`src/logic/adc_seq_pkg.sv`:
```
package adc_seq_pkg;

    localparam int STACK_DEPTH = 24;
    localparam int LAYER_W = 5;
    localparam int WORD_W = 16;
    localparam int FIFO_DEPTH = 16;

    // Register index map; byte address is four times the index
    localparam logic [6:0] STACK_FIRST_IDX = 7'h28;
    localparam logic [6:0] STACK_LAST_IDX = 7'h3F;
    localparam logic [6:0] CTRL_IDX = 7'h40;
    localparam logic [6:0] STATUS_IDX = 7'h41;

    // Stack layer word fields
    localparam int ADDR_MSB = 15;
    localparam int ADDR_LSB = 9;
    localparam int END_BIT = 8;
    localparam int BSEL_MSB = 7;
    localparam int BSEL_LSB = 4;
    localparam int ASEL_MSB = 3;
    localparam int ASEL_LSB = 0;

    // Control register fields
    localparam int CTRL_RUN_BIT = 0;
    localparam int CTRL_STAT_BIT = 1;
    localparam int CTRL_CRC_BIT = 2;
    localparam int CTRL_LAYER_LSB = 8;
    localparam int CTRL_LAYER_MSB = 12;

    // Channel select codes
    localparam logic [3:0] SEL_SUPPLY = 4'h8;
    localparam logic [3:0] SEL_REGULATOR = 4'h9;
    localparam logic [3:0] SEL_SELF_TEST = 4'hB;

    localparam logic [15:0] SELF_TEST_A = 16'hAAAA;
    localparam logic [15:0] SELF_TEST_B = 16'h5555;

    localparam logic [7:0] CRC_POLY = 8'h07;
    localparam logic [7:0] CRC_INIT = 8'h00;
    localparam logic [LAYER_W-1:0] LAYER_LAST = 5'h17;
    localparam logic [LAYER_W-1:0] LAYER_FIRST = 5'h00;

    typedef struct packed {
        logic end_flag;
        logic [3:0] b_sel;
        logic [3:0] a_sel;
    } layer_t;

    localparam layer_t LAYER_RESET = '{end_flag: 1'b0, b_sel: 4'h0, a_sel: 4'h0};

    typedef struct packed {
        logic [9:0] paddr;
        logic psel;
        logic penable;
        logic pwrite;
        logic [31:0] pwdata;
    } apb_req_t;

    typedef struct packed {
        logic [31:0] prdata;
        logic pready;
        logic pslverr;
    } apb_rsp_t;

    typedef struct packed {
        logic [3:0] a_sel;
        logic [3:0] b_sel;
        logic start;
    } conv_ctrl_t;

    typedef struct packed {
        logic done;
        logic [15:0] a_code;
        logic [15:0] b_code;
    } conv_result_t;

    typedef enum logic [2:0] {
        ST_IDLE = 3'b000,
        ST_CONV = 3'b001,
        ST_WAIT = 3'b011,
        ST_PUSH_A = 3'b010,
        ST_PUSH_B = 3'b110,
        ST_PUSH_S = 3'b111
    } seq_state_t;

endpackage

```
`src/logic/word_fifo.sv`:
```
`timescale 1ns/100ps
module word_fifo #(
    parameter int WIDTH = 16,
    parameter int DEPTH = 16
) (
    input wire logic mclk_in,
    input wire logic rst_n_in,
    input wire logic in_valid_in,
    output logic in_ready_out,
    input wire logic [WIDTH-1:0] in_data_in,
    output logic out_valid_out,
    input wire logic out_ready_in,
    output logic [WIDTH-1:0] out_data_out
);
    localparam int PW = $clog2(DEPTH);

    typedef struct packed {
        logic [DEPTH-1:0][WIDTH-1:0] mem;
        logic [PW-1:0] wr_ptr;
        logic [PW-1:0] rd_ptr;
        logic [PW:0] count;
    } fifo_state_t;

    fifo_state_t s_r;
    fifo_state_t s_nxt;
    logic push;
    logic pop;

    // Count is one bit wider than the pointers so that full and empty stay distinct
    assign in_ready_out = (s_r.count != (PW + 1)'(DEPTH));
    assign out_valid_out = (s_r.count != '0);
    assign out_data_out = s_r.mem[s_r.rd_ptr];
    assign push = in_valid_in && in_ready_out;
    assign pop = out_valid_out && out_ready_in;

    always_comb begin
        s_nxt = s_r;
        if (push) begin
            s_nxt.mem[s_r.wr_ptr] = in_data_in;
            s_nxt.wr_ptr = (s_r.wr_ptr == PW'(DEPTH - 1)) ? '0 : s_r.wr_ptr + 1'b1;
        end
        if (pop) begin
            s_nxt.rd_ptr = (s_r.rd_ptr == PW'(DEPTH - 1)) ? '0 : s_r.rd_ptr + 1'b1;
        end
        if (push && !pop) begin
            s_nxt.count = s_r.count + 1'b1;
        end else if (pop && !push) begin
            s_nxt.count = s_r.count - 1'b1;
        end
    end

    always_ff @(posedge mclk_in) begin
        if (!rst_n_in) begin
            s_r <= '0;
        end else begin
            s_r <= s_nxt;
        end
    end

endmodule // word_fifo

```
`src/logic/adc_sequencer.sv`:
```
// Summary of operation
// - Stack layers 0..23 at indices 0x28..0x3F, end flag and select fields reset to zero.
// - Bits 15:9 of each layer word carry its own address; host writes it there.
// - End flag clear: move to next layer after converting the pair; layer 23 wraps as if its flag were set.
// - End flag set: last layer; then wrap to first layer and continue.
// - B select codes 0-7 inputs, 8 supply, 9 regulator, 10 and 12-15 reserved.
// - Code 1011 gives self-test results 0xAAAA on A and 0x5555 on B.
// - A select field in bits 3:0 uses the same code table as B.
// - Sixteen-bit status word, readable, never writable.
// - Status or CRC enable appends status word after last result word.
// - Status bits 15:12 hold channel index of previous A result.
// - Status bits 11:8 hold channel index of previous B result.
// - Status low byte holds CRC-8 over the previous results.
`timescale 1ns/100ps
module adc_sequencer (
    input wire logic mclk_in,
    input wire logic rst_n_in,
    input wire adc_seq_pkg::apb_req_t apb_in,
    output adc_seq_pkg::apb_rsp_t apb_out,
    output adc_seq_pkg::conv_ctrl_t conv_out,
    input wire adc_seq_pkg::conv_result_t conv_in,
    output logic result_valid_out,
    input wire logic result_ready_in,
    output logic [15:0] result_data_out,
    output logic busy_out
);
    import adc_seq_pkg::*;

    typedef struct packed {
        layer_t [STACK_DEPTH-1:0] layers;
        logic run;
        logic stat_en;
        logic crc_en;
        seq_state_t state;
        logic [LAYER_W-1:0] layer;
        logic [3:0] a_sel;
        logic [3:0] b_sel;
        logic start;
        logic [15:0] res_a;
        logic [15:0] res_b;
        logic [7:0] crc;
        logic [15:0] status;
    } seq_t;

    seq_t s_r;
    seq_t s_nxt;

    logic fifo_in_valid;
    logic fifo_in_ready;
    logic [15:0] fifo_in_data;

    logic [6:0] idx;
    logic addr_aligned;
    logic is_stack;
    logic is_ctrl;
    logic is_status;
    logic mapped;
    logic acc;
    logic wr_ok;
    logic [LAYER_W-1:0] slot;
    layer_t cur;

    // Index is valid when the byte address is word aligned and in range
    function automatic logic stack_hit(input logic [6:0] i);
        return (i >= STACK_FIRST_IDX) && (i <= STACK_LAST_IDX);
    endfunction

    function automatic logic [LAYER_W-1:0] stack_slot(input logic [6:0] i);
        logic [6:0] d;
        d = i - STACK_FIRST_IDX;
        return d[LAYER_W-1:0];
    endfunction

    function automatic logic [7:0] crc_word(input logic [7:0] c, input logic [15:0] w);
        logic [7:0] r;
        r = c;
        for (int k = 15; k >= 0; k--) begin
            if (r[7] ^ w[k]) begin
                r = {r[6:0], 1'b0} ^ CRC_POLY;
            end else begin
                r = {r[6:0], 1'b0};
            end
        end
        return r;
    endfunction

    // Self test substitutes fixed patterns for the converter codes
    function automatic logic [15:0] pick_code(input logic [3:0] sel, input logic [15:0] code,
                                              input logic [15:0] pattern);
        return (sel == SEL_SELF_TEST) ? pattern : code;
    endfunction

    assign idx = apb_in.paddr[8:2];
    assign addr_aligned = (apb_in.paddr[1:0] == 2'b00) && !apb_in.paddr[9];
    assign is_stack = addr_aligned && stack_hit(idx);
    assign is_ctrl = addr_aligned && (idx == CTRL_IDX);
    assign is_status = addr_aligned && (idx == STATUS_IDX);
    assign mapped = is_stack || is_ctrl || is_status;
    assign acc = apb_in.psel && apb_in.penable;
    assign slot = stack_slot(idx);
    assign cur = s_r.layers[s_r.layer];

    // Writes to a layer must carry the layer's own address in the top field
    always_comb begin
        wr_ok = 1'b0;
        if (is_stack) begin
            wr_ok = (apb_in.pwdata[ADDR_MSB:ADDR_LSB] == idx);
        end else if (is_ctrl) begin
            wr_ok = 1'b1;
        end
    end

    always_comb begin
        apb_out.pready = 1'b1;
        apb_out.pslverr = 1'b0;
        apb_out.prdata = 32'h0000_0000;
        if (acc) begin
            if (!mapped) begin
                apb_out.pslverr = 1'b1;
            end else if (apb_in.pwrite && !wr_ok) begin
                apb_out.pslverr = 1'b1;
            end
        end
        if (is_stack) begin
            apb_out.prdata[ADDR_MSB:ADDR_LSB] = idx;
            apb_out.prdata[END_BIT] = s_r.layers[slot].end_flag;
            apb_out.prdata[BSEL_MSB:BSEL_LSB] = s_r.layers[slot].b_sel;
            apb_out.prdata[ASEL_MSB:ASEL_LSB] = s_r.layers[slot].a_sel;
        end else if (is_ctrl) begin
            apb_out.prdata[CTRL_RUN_BIT] = s_r.run;
            apb_out.prdata[CTRL_STAT_BIT] = s_r.stat_en;
            apb_out.prdata[CTRL_CRC_BIT] = s_r.crc_en;
            apb_out.prdata[CTRL_LAYER_MSB:CTRL_LAYER_LSB] = s_r.layer;
        end else if (is_status) begin
            apb_out.prdata[15:0] = s_r.status;
        end
    end

    always_comb begin
        fifo_in_valid = 1'b0;
        fifo_in_data = s_r.res_a;
        case (s_r.state)
            ST_PUSH_A: begin
                fifo_in_valid = 1'b1;
                fifo_in_data = s_r.res_a;
            end
            ST_PUSH_B: begin
                fifo_in_valid = 1'b1;
                fifo_in_data = s_r.res_b;
            end
            ST_PUSH_S: begin
                fifo_in_valid = 1'b1;
                fifo_in_data = s_r.status;
            end
            default: begin
                fifo_in_valid = 1'b0;
            end
        endcase
    end

    always_comb begin
        s_nxt = s_r;
        s_nxt.start = 1'b0;

        if (acc && apb_in.pwrite && wr_ok) begin
            if (is_stack) begin
                s_nxt.layers[slot].end_flag = apb_in.pwdata[END_BIT];
                s_nxt.layers[slot].b_sel = apb_in.pwdata[BSEL_MSB:BSEL_LSB];
                s_nxt.layers[slot].a_sel = apb_in.pwdata[ASEL_MSB:ASEL_LSB];
            end else begin
                s_nxt.run = apb_in.pwdata[CTRL_RUN_BIT];
                s_nxt.stat_en = apb_in.pwdata[CTRL_STAT_BIT];
                s_nxt.crc_en = apb_in.pwdata[CTRL_CRC_BIT];
            end
        end

        case (s_r.state)
            ST_IDLE: begin
                if (s_r.run) begin
                    s_nxt.state = ST_CONV;
                end
            end
            ST_CONV: begin
                // Select codes pass straight to the mux, reserved ones included
                s_nxt.a_sel = cur.a_sel;
                s_nxt.b_sel = cur.b_sel;
                s_nxt.start = 1'b1;
                s_nxt.state = ST_WAIT;
            end
            ST_WAIT: begin
                if (conv_in.done) begin
                    s_nxt.res_a = pick_code(s_r.a_sel, conv_in.a_code, SELF_TEST_A);
                    s_nxt.res_b = pick_code(s_r.b_sel, conv_in.b_code, SELF_TEST_B);
                    s_nxt.state = ST_PUSH_A;
                end
            end
            ST_PUSH_A: begin
                if (fifo_in_ready) begin
                    s_nxt.crc = crc_word(s_r.crc, s_r.res_a);
                    s_nxt.state = ST_PUSH_B;
                end
            end
            ST_PUSH_B: begin
                if (fifo_in_ready) begin
                    s_nxt.crc = crc_word(s_r.crc, s_r.res_b);
                    s_nxt.status[15:12] = s_r.a_sel;
                    s_nxt.status[11:8] = s_r.b_sel;
                    s_nxt.status[7:0] = crc_word(s_r.crc, s_r.res_b);
                    if (cur.end_flag || (s_r.layer == LAYER_LAST)) begin
                        if (s_r.stat_en || s_r.crc_en) begin
                            s_nxt.state = ST_PUSH_S;
                        end else begin
                            s_nxt.layer = LAYER_FIRST;
                            s_nxt.crc = CRC_INIT;
                            s_nxt.state = s_r.run ? ST_CONV : ST_IDLE;
                        end
                    end else begin
                        s_nxt.layer = LAYER_W'(s_r.layer + 1'b1);
                        s_nxt.state = s_r.run ? ST_CONV : ST_IDLE;
                    end
                end
            end
            ST_PUSH_S: begin
                if (fifo_in_ready) begin
                    s_nxt.layer = LAYER_FIRST;
                    s_nxt.crc = CRC_INIT;
                    s_nxt.state = s_r.run ? ST_CONV : ST_IDLE;
                end
            end
            default: begin
                s_nxt.state = ST_IDLE;
            end
        endcase
    end

    always_ff @(posedge mclk_in) begin
        if (!rst_n_in) begin
            s_r.layers <= {STACK_DEPTH{LAYER_RESET}};
            s_r.run <= 1'b0;
            s_r.stat_en <= 1'b0;
            s_r.crc_en <= 1'b0;
            s_r.state <= ST_IDLE;
            s_r.layer <= LAYER_FIRST;
            s_r.a_sel <= 4'h0;
            s_r.b_sel <= 4'h0;
            s_r.start <= 1'b0;
            s_r.res_a <= 16'h0000;
            s_r.res_b <= 16'h0000;
            s_r.crc <= CRC_INIT;
            s_r.status <= 16'h0000;
        end else begin
            s_r <= s_nxt;
        end
    end

    word_fifo #(
        .WIDTH(WORD_W),
        .DEPTH(FIFO_DEPTH)
    ) u_fifo (
        .mclk_in(mclk_in),
        .rst_n_in(rst_n_in),
        .in_valid_in(fifo_in_valid),
        .in_ready_out(fifo_in_ready),
        .in_data_in(fifo_in_data),
        .out_valid_out(result_valid_out),
        .out_ready_in(result_ready_in),
        .out_data_out(result_data_out)
    );

    assign conv_out.a_sel = s_r.a_sel;
    assign conv_out.b_sel = s_r.b_sel;
    assign conv_out.start = s_r.start;
    assign busy_out = (s_r.state != ST_IDLE);

endmodule // adc_sequencer

```
`config.mk`:
```
export PLATFORM = sky130hd
export DESIGN_NAME = adc_sequencer
export DESIGN_NICKNAME = d
export VERILOG_FILES = /design/src/logic/adc_seq_pkg.sv /design/src/logic/word_fifo.sv /design/src/logic/adc_sequencer.sv
export SDC_FILE = /design/constraint.sdc
export NUM_CORES = 1
export LEC_CHECK = 0
export BUFFER_PORTS_ARGS = -buffer_cell sky130_fd_sc_hd__buf_2
export CORE_UTILIZATION = 55
export CTS_BUF_LIST = sky130_fd_sc_hd__clkbuf_8
export CTS_CLUSTER_DIAMETER = 40
export DETAILED_ROUTE_END_ITERATION = 8
export HOLD_SLACK_MARGIN = 0.06
export PLACE_DENSITY = 0.86
export SLEW_MARGIN = 25
export SYNTH_ARGS = -nofsm -noshare
export SYNTH_HDL_FRONTEND = slang
export SYNTH_SLANG_ARGS = --single-unit
```
`constraint.sdc`:
```
create_clock -name mclk_in -period 3 [get_ports mclk_in]
set_input_delay 0.3 -clock mclk_in [delete_from_list [all_inputs] [get_ports mclk_in]]
set_output_delay 0.3 -clock mclk_in [all_outputs]
set_load 0.01 [all_outputs]
```
# Word-level counts from Yosys, hierarchy flattened
# Index checks and enable logic that the tools add are counted.
dict set report totals {
  output_inout_bits 61
  regBits 561
}
dict set report classes {
  n_bitwise 64
  muxes 147
  addsub 6
  order_cmp 8
  eq_ne 20
  n_reduce_logical 38
}
# cell n
set op_table {}
lappend op_table {{bitwise mux 216 bit} 3}
lappend op_table {{two-way mux 8 bit} 68}
lappend op_table {{bitwise mux 256 bit} 1}
lappend op_table {{demux 9 bit (select 5 bit)} 3}
lappend op_table {{two-way mux 3 bit} 38}
lappend op_table {{two-way mux 16 bit} 6}
lappend op_table {{NOT 3 bit} 31}
lappend op_table {{binary-select mux 9 bit (select 5 bit)} 2}
lappend op_table {{binary-select mux 16 bit (select 4 bit)} 1}
lappend op_table {{demux 16 bit (select 4 bit)} 1}
lappend op_table {{one-hot mux 16 bit (2 select lines)} 1}
lappend op_table {{bitwise XOR 1 bit} 32}
lappend op_table {{two-way mux 9 bit} 3}
lappend op_table {{two-way mux 5 bit} 5}
lappend op_table {{two-way mux 24 bit} 1}
lappend op_table {{one-hot mux 8 bit (3 select lines)} 1}
lappend op_table {{one-hot mux 3 bit (6 select lines)} 1}
lappend op_table {{== test 4 bit (second input constant)} 4}
lappend op_table {{logical AND 1 bit} 15}
lappend op_table {{== test 7 bit (second input constant)} 2}
lappend op_table {{less-than comparator 5 x 6 -> 1 bit (second input constant)} 2}
lappend op_table {{two-way mux 4 bit} 3}
lappend op_table {{adder 5 x 1 -> 5 bit (second input constant)} 2}
lappend op_table {{less-than comparator 4 x 5 -> 1 bit (second input constant)} 2}
lappend op_table {{other kinds (30)} 55}

# Depth between registers and ports, before layout
# Gate-level depths: netlist (run 1).
dict set report logic_depth {
  ltp_word 66
  mapped_depth 15
  depth_no_buf 13
}

# By module
# From an unflattened synthesis (run 1), not the netlist that was laid out.
dict set report hier_totals {
  cells_unflattened 2685
  hier_area_um2 28922.7
}
# module seq_area_each_um2 cells_per_inst n_inst area_per_inst_um2
set modules_own_cells {}
lappend modules_own_cells {adc_sequencer 5845.6 1599 1 16195.5}
lappend modules_own_cells {word_fifo 5385.2 1086 1 12727.2}

# Worst setup path before layout (run 1)
# No wires, ideal clock.
dict set report synth_path {
  kind {reg2reg}
  startpoint {register u_fifo.s_r[0] (netlist name)}
  endpoint {register u_fifo.s_r[4] (netlist name)}
  t_arrival_ns 2.991
  synth_period_minus_slack_ns 3.061
  setup_time_ns 0.070
  setup_slack_ns -0.061
  required_ns 2.930
  n_path_buf 2
  stages_incl_launch_ff 15
  path_cell_list {dfxtp_1 -> nor4_2 -> nand2_1 -> nand3_1 -> inv_2 -> buf_1 -> clkbuf_1 -> ha_1 -> fa_1 -> inv_1 -> a21o_1 -> a21oi_1 -> xnor2_1 -> or3_1 -> a21oi_1}
}
dict set report synth_between {
  elab_chain_cells 5
  elab_cells_between_ends 13
  classes_between {add/sub: 2; eq/ne: 1; mux: 2; reduce/logical: 8}
}
# item line
set synth_rtl {}
lappend synth_rtl {{start: declaration} word_fifo.sv:24} ;# fifo_state_t s_r;
lappend synth_rtl {{start signal: assignment} word_fifo.sv:56} ;# s_r <= s_nxt;
lappend synth_rtl {{inequality test 5 bit *} word_fifo.sv:30} ;# assign in_ready_out = (s_r.count != (PW + 1)'(DEPTH));
lappend synth_rtl {{logical AND 1 bit *} word_fifo.sv:33} ;# assign push = in_valid_in && in_ready_out;
lappend synth_rtl {{net u_fifo.push} word_fifo.sv:26} ;# logic push;
lappend synth_rtl {{zero test 1 bit} word_fifo.sv:47} ;# end else if (pop && !push) begin
lappend synth_rtl {{logical AND 1 bit} word_fifo.sv:47}
lappend synth_rtl {{nonzero test 2 bit (no source line)} -}
# The timed path passes the listed nets; every way through them passes the cells marked *. The select of a mux whose other input is x is not followed.
# A chain may end at the register's enable or synchronous reset.

# Final worst setup path (run 1)
dict set report layout_path {
  startpoint {register u_fifo.s_r[5] (netlist name)}
  endpoint {output port result_data_out[13]}
}
dict set report layout_between {
  elab_chain_cells 2
}
# item line
set layout_rtl {}
lappend layout_rtl {{binary-select mux 16 bit (select 4 bit)} word_fifo.sv:32} ;# assign out_data_out = s_r.mem[s_r.rd_ptr];
lappend layout_rtl {{two-way mux 16 bit (not written as such)} word_fifo.sv:32}
lappend layout_rtl {{end: declaration} adc_sequencer.sv:24} ;# output logic [15:0] result_data_out,
# Every way passes these cells. The select of a mux whose other input is x is not followed.

==> run summary, run 1 <==
run status: complete, but fails checks
violated checks: DRC, setup timing
net total in the final layout: 3229
peak supply drop: 0.4170 mV
fraction of registers with async set or reset after synthesis: 0
number of antenna violations at the first check in global routing: 1
die boundary height: 225.3 um
Worst Hold Launch: apb_in[3]
sequential area share after synthesis: 0.4094
CTS tree: built
synthesized netlist cell count: 2992
summed instance area of the synthesized netlist: 27440 um2
commonest cells after routing, fill and taps aside: 836 x sky130_fd_sc_hd__nand2_1, 550 x sky130_fd_sc_hd__dfxtp_1, 400 x sky130_fd_sc_hd__a21oi_1, 200 x sky130_fd_sc_hd__mux4_2, 177 x sky130_fd_sc_hd__nor2_1
setup repair after global routing missed its margin: yes
endpoint of the worst hold-timing path: s_r[250]
area enclosed by the die boundary: 50780 um2
total power density per cell area: 519.9 nW/um2
total half-perimeter wirelength after legalization and detailed placement: 53440 um
remaining antenna violation count after routing: 0
clock slew at the register clock pins of the worst setup and hold paths: 0.07 ns
die extent in x: 225.3 um
final worst path period share: 1.085
total leakage power: 11.52 nW
number of placed I/O pins: 142
total via count in the routed design: 24520
Worst-Margin Slew: 0.8839 ns
crit path cell chain: buf_12 -> buf_12 -> mux4_2 -> mux4_2 -> buf_2
routed via count divided by cell count: 6.331
CP Max Fanout: 14
area of the core: 49050 um2
length in cells of the worst reg-to-reg path: 12
Sum Neg Setup Slack: -0.4428 ns
synth unique cells: 63
max capacitance violation total: 0
most used flip-flop cell after synthesis: sky130_fd_sc_hd__dfxtp_1
setup slack on the worst flop-to-flop path: 0.22 ns
hold_ws: 0.09171 ns
EDFF count, synth: 0
Fin Clk Skew: 0.07072 ns
number of iterations in the first detailed-routing pass: 8
share of layout cells above drive strength 1: 0.2190
area delta synth->final: 14.42%
Initial Util: 0.5593
startpoint of the worst-slack reg-to-reg timing path: u_fifo.s_r[0]
number of CTS-inserted buffers: 91
Post-Syn Area per Cell: 9.169 um2
count of non-filler cells in the finished layout: 3873
final hold violation count: 0
# H-tree levels: 3
count of yosys warnings during synthesis: 0
Rows: 81
number of port buffers: 108
total congestion overflow: 0
WP data arrival: 2.95 ns
clk sink count: 561
via count of the first global-routing pass: 24070
endpoint kind of the worst setup timing path: output port
weighted congestion reported at the end of routability-driven placement: 0.9277
category of the most critical setup path: flip-flop to output port
CP required: 2.70 ns
class of the tightest hold or removal check: input pin to flip-flop
most common cell after layout, fill and taps aside: sky130_fd_sc_hd__nand2_1
Max Root-Sink Buffers: 3
slowest stage delay, CP: 0.61 ns
later-pin clock latency in the skew report: 0.75 ns
fraction of the core area covered by cells at the end of the flow: 0.6399
routed length per placed instance: 22.04 um
Setup Viol. Count Final: 4
Critical-path top delay cell: sky130_fd_sc_hd__mux4_2
maximum number of pins on one net before global-route repair: 114
residual DRC count: 2
number of storage elements in the synthesis netlist: 561
layout filler cell count: 3571
reg-to-reg endpoint: u_fifo.s_r[4]
maximum achievable frequency: 307.2 MHz
Slew Viols, Final: 0
startpoint type of the worst setup path: flip-flop
wire length of the first global-routing pass: 130800 um
cell depth of the worst hold path: 3
number of DRC violations after detailed-routing iteration 0: 3478
root buffer cell: sky130_fd_sc_hd__clkbuf_8
PnR worst setup slack: -0.2547 ns
aggregate routed wire length: 85350 um
Max-Slew Margin vs Limit: 0.4108
number of cells after detailed placement: 3653
Min Clock Period, post-route: 3.255 ns
GRT Total Usage: 0.3308
what timing repair did:
item / CTS / global route
hold endpoints to repair: 42 / 0
resized for setup: 9 / 9
setup buffers: 6 / 7
hold buffers: 37 / 0
pin swaps: 3 / 3
endpoints found under the setup margin: 22 / 13
metal layers:
metal	up-vias	global-route usage	routed length (um)
met5	-	0	0
met2	1835	0.5339	39430
li1	10650	-	-
met1	11530	0.3857	29290
met4	0	0.2289	6444
met3	499	0.08514	10180
worst max-delay path, delay by kind of cell (launching register included):
family / cells / cell delay, ns
buffers and inverters: 3 / 0.53
DFF: 1 / 0.46
muxes: 2 / 1.22
Yosys cell counts, types with 19 or more instances:
master,instances,area (um2)
sky130_fd_sc_hd__nand3_1,32,160.2
sky130_fd_sc_hd__dfxtp_1,561,11230
sky130_fd_sc_hd__mux2i_1,135,1351
sky130_fd_sc_hd__xnor2_1,73,639.4
sky130_fd_sc_hd__o21ai_0,19,95.09
sky130_fd_sc_hd__a22oi_1,40,300.3
sky130_fd_sc_hd__xor2_1,25,219.0
sky130_fd_sc_hd__nor2_1,177,664.4
sky130_fd_sc_hd__buf_2,59,295.3
sky130_fd_sc_hd__mux4_2,200,4504
sky130_fd_sc_hd__a21oi_1,400,2002
sky130_fd_sc_hd__clkbuf_1,151,566.8
sky130_fd_sc_hd__nand2_1,836,3138
sky130_fd_sc_hd__buf_4,37,277.8
flip-flops by register name, summed over array words and instances (netlist names):
signal and cells:
s_r 283, u_fifo.s_r 269, conv_out 9
cell families after synthesis:
kind of cell,Yosys count,share of synthesized area
simple gates,1133,0.1666
flops,561,0.4094
compound gates,542,0.1137
mux,352,0.2204
buf+inv,287,0.05003
xor+xnor,99,0.03215
fa+ha+maj,16,0.007571
other cells,2,0.0002737
cell type report:
cell class	count	area (um2)	share of cell area
Clock inverter	58	478.0	0.01523
Inverter	15	63.81	0.002033
Multi-Input combinational cell	2159	14960	0.4765
Sequential cell	561	11250	0.3585
Timing Repair Buffer	304	2301	0.07330
Tap cell	664	830.8	0.02647
Antenna cell	3	7.507	0.0002392
Clock buffer	109	1500	0.04779
where the power goes:
part           total (W)  switching (W)  internal, W
logic            0.00159       0.000867     0.000722
clock network    0.00715        0.00333      0.00382
registers        0.00758      0.0000917      0.00749
worst max-delay path by stage:
stage	startpoint	end	cells past startpoint
3_3_place_gp	apb_in[37]	apb_out[9]	7
4_1_cts	s_r[219]	apb_out[10]	6
5_1_grt	u_fifo.s_r[5]	result_data_out[13]	5
6_report	u_fifo.s_r[5]	result_data_out[13]	5
2_1_floorplan	u_fifo.s_r[0]	u_fifo.s_r[4]	14
3_5_place_dp	apb_in[37]	s_r[272]	9
through the flow:
| stage | area [um2] | setup slack [ns] | power [W] |
|---|---|---|---|
| after floorplan | 27500 | 0.03451 | 0.008710 |
| after global placement | 28830 | 0.05351 | 0.009109 |
| after detailed placement | 28840 | -0.01926 | 0.009121 |
| after CTS | 31290 | -0.06908 | 0.01624 |
| after global routing | 31390 | -0.2523 | 0.01679 |
| final | 31390 | -0.2547 | 0.01632 |
Note: power is estimated with default switching activity, not from simulation.
==> run 2: changes to the inputs <==
CORE_ASPECT_RATIO = 0.6   (was default)
==> run summary, run 2 (synthesis gave the netlist of run 1 again) <==
share of layout cells above drive strength 1: 0.1996 (was 0.2190)
CP required: 2.70 ns (about the same)
Worst-Margin Slew: 1.004 ns (was 0.8839 ns)
class of the tightest hold or removal check: input pin to flip-flop (unchanged)
Crit path buffers/inverters: 1 (was 3)
total power density per cell area: 505.1 nW/um2 (was 519.9 nW/um2)
routed via count divided by cell count: 6.386 (was 6.331)
residual DRC count: 0 (was 2)
CP Max Fanout: 3 (was 14)
via count of the first global-routing pass: 22650 (was 24070)
cell type with the highest occurrence count on the critical path: sky130_fd_sc_hd__mux4_2
number of antenna violations at the first check in global routing: 5 (was 1)
maximum number of pins on one net before global-route repair: 106 (was 114)
max capacitance violation total: 0 (unchanged)
slowest stage delay, CP: 0.51 ns (was 0.61 ns)
register area: 11240 um2 (was 11250 um2)
final hold violation count: 0 (unchanged)
top register by number of flip-flops: s_r (unchanged)
count of non-filler cells in the finished layout: 3786 (was 3873)
final worst path period share: 0.9915 (was 1.085)
area enclosed by the die boundary: 50810 um2 (was 50780 um2)
die boundary height: 175 um (was 225.3 um)
number of port buffers: 108 (unchanged)
Max-Slew Margin vs Limit: 0.3290 (was 0.4108)
WP data arrival: 2.67 ns (was 2.95 ns)
clock slew at the register clock pins of the worst setup and hold paths: 0.07 ns (about the same)
total leakage power: 11.20 nW (was 11.52 nW)
most common cell after layout, fill and taps aside: sky130_fd_sc_hd__nand2_1 (unchanged)
number of iterations in the first detailed-routing pass: 7 (was 8)
number of DRC violations after detailed-routing iteration 0: 3879 (was 3478)
Min Clock Period, post-route: 2.975 ns (was 3.255 ns)
area of the core: 48480 um2 (was 49050 um2)
footprint of the multi-input gates: 14950 um2 (was 14960 um2)
number of flip-flops in the largest register: 283 (unchanged)
die extent in x: 290.3 um (was 225.3 um)
Slew Viols, Final: 0 (unchanged)
endpoint kind of the worst setup timing path: output port (unchanged)
Critical-path top delay cell: sky130_fd_sc_hd__mux4_2 (unchanged)
peak supply drop: 0.3149 mV (was 0.4170 mV)
total half-perimeter wirelength after legalization and detailed placement: 56000 um (was 53440 um)
run status: finished, final reports clean (was complete, but fails checks)
number of CTS-inserted buffers: 82 (was 91)
# H-tree levels: 3 (unchanged)
total via count in the routed design: 24180 (was 24520)
delay-heaviest family, CP: multiplexers (unchanged)
clk sink count: 561 (unchanged)
aggregate routed wire length: 85350 um (about the same)
category of the most critical setup path: flip-flop to output port (unchanged)
GRT Total Usage: 0.3317 (was 0.3308)
layout filler cell count: 3562 (was 3571)
Fin Clk Skew: 0.02241 ns (was 0.07072 ns)
weighted congestion reported at the end of routability-driven placement: 0.9965 (was 0.9277)
crit path cell chain: mux4_2 -> mux4_2 -> a22oi_2 -> o21ai_1 -> buf_2 (was buf_12 -> buf_12 -> mux4_2 -> mux4_2 -> buf_2)
number of placed I/O pins: 142 (unchanged)
Setup Viol. Count Final: 0 (was 4)
maximum achievable frequency: 336.2 MHz (was 307.2 MHz)
Rows: 62 (was 81)
net total in the final layout: 3182 (was 3229)
PnR worst setup slack: 0.02539 ns (was -0.2547 ns)
Max Root-Sink Buffers: 3 (unchanged)
number of cells after detailed placement: 3605 (was 3653)
startpoint type of the worst setup path: flip-flop (unchanged)
root buffer cell: sky130_fd_sc_hd__clkbuf_8 (unchanged)
CTS tree: built (unchanged)
wire length of the first global-routing pass: 130800 um (about the same)
total congestion overflow: 0 (unchanged)
worst setup slack before clock tree synthesis: -0.05628 ns (was -0.01926 ns)
commonest cells after routing, fill and taps aside: 836 x sky130_fd_sc_hd__nand2_1, 556 x sky130_fd_sc_hd__dfxtp_1, 400 x sky130_fd_sc_hd__a21oi_1, 200 x sky130_fd_sc_hd__mux4_2, 177 x sky130_fd_sc_hd__nor2_1 (was 836 x sky130_fd_sc_hd__nand2_1, 550 x sky130_fd_sc_hd__dfxtp_1, 400 x sky130_fd_sc_hd__a21oi_1, 200 x sky130_fd_sc_hd__mux4_2, 177 x sky130_fd_sc_hd__nor2_1)
Initial Util: 0.5659 (was 0.5593)
routed length per placed instance: 22.54 um (was 22.04 um)
remaining antenna violation count after routing: 0 (unchanged)
setup repair after global routing missed its margin: yes (unchanged)
area delta synth->final: 12.05% (was 14.42%)
later-pin clock latency in the skew report: 0.65 ns (was 0.75 ns)
[run 2: final timing paths]
check | from | to | slack [ns] | cells after the start
worst max-delay path | s_r[179] | apb_out[6] | 0.03 | 5
worst min-delay path | result_ready_in | u_fifo.s_r[6] | 0.11 | 4
worst max register to register | u_fifo.s_r[1] | u_fifo.s_r[4] | 0.10 | 12
worst min register to register | u_fifo.s_r[137] | u_fifo.s_r[137] | 0.45 | 2
[run 2: repair_timing]
item                       4_1_cts  5_1_grt
setup endpoints to repair        3        4
resized for setup                4        5
hold buffers                    32        0
hold endpoints to repair        32        0
buffers inserted                 1        3
pin swaps                        0        4
[run 2: through the flow]
step / util / instance area (um2) / hold slack [ns] / power, W / setup TNS, ns
after floorplan: - / 27500 / 0.4331 / 0.008710 / 0
after global placement: 0.5909 / 28650 / 0.4386 / 0.009078 / 0
after detailed placement: 0.5911 / 28660 / 0.4431 / 0.009097 / -0.1507
after CTS: 0.6331 / 30690 / 0.08086 / 0.01547 / 0
after global routing: 0.6340 / 30740 / 0.1215 / 0.01597 / -0.05524
final: 0.6340 / 30740 / 0.1119 / 0.01553 / 0
[run 2: report_power, final]
part	switching [W]	total [W]	internal (W)
logic	0.000853	0.00147	0.000619
clock network	0.00299	0.00649	0.00350
registers	0.0000797	0.00757	0.00749
[run 2: worst reg2reg max path, delay by kind of cell (launching register included)]
| kind | cells | cell delay, ns |
|---|---|---|
| AND/OR/NAND/NOR | 4 | 0.98 |
| adder cells (fa/ha/maj) | 2 | 0.61 |
| AO/OA/AOI/OAI | 3 | 0.53 |
| flip-flops | 1 | 0.37 |
| buffers and inverters | 2 | 0.24 |
| XOR/XNOR | 1 | 0.10 |
[run 2: metal layers]
layer  global-route usage  share of wire  up-vias
met1               0.4580           0.38    11490
met4               0.1452          0.041        4
met5              0.01876         0.0017        -
li1                     -              -    10490
met2               0.4647           0.41     1900
met3               0.1180           0.16      294
[run 2: layout make-up]
cell class | count | area share
Multi-Input combinational cell | 2159 | 0.4863
Sequential cell | 561 | 0.3658
Timing Repair Buffer | 266 | 0.06427
Clock buffer | 99 | 0.04432
Tap cell | 640 | 0.02605
Clock inverter | 42 | 0.01091
Inverter | 15 | 0.002076
Antenna cell | 4 | 0.0003256
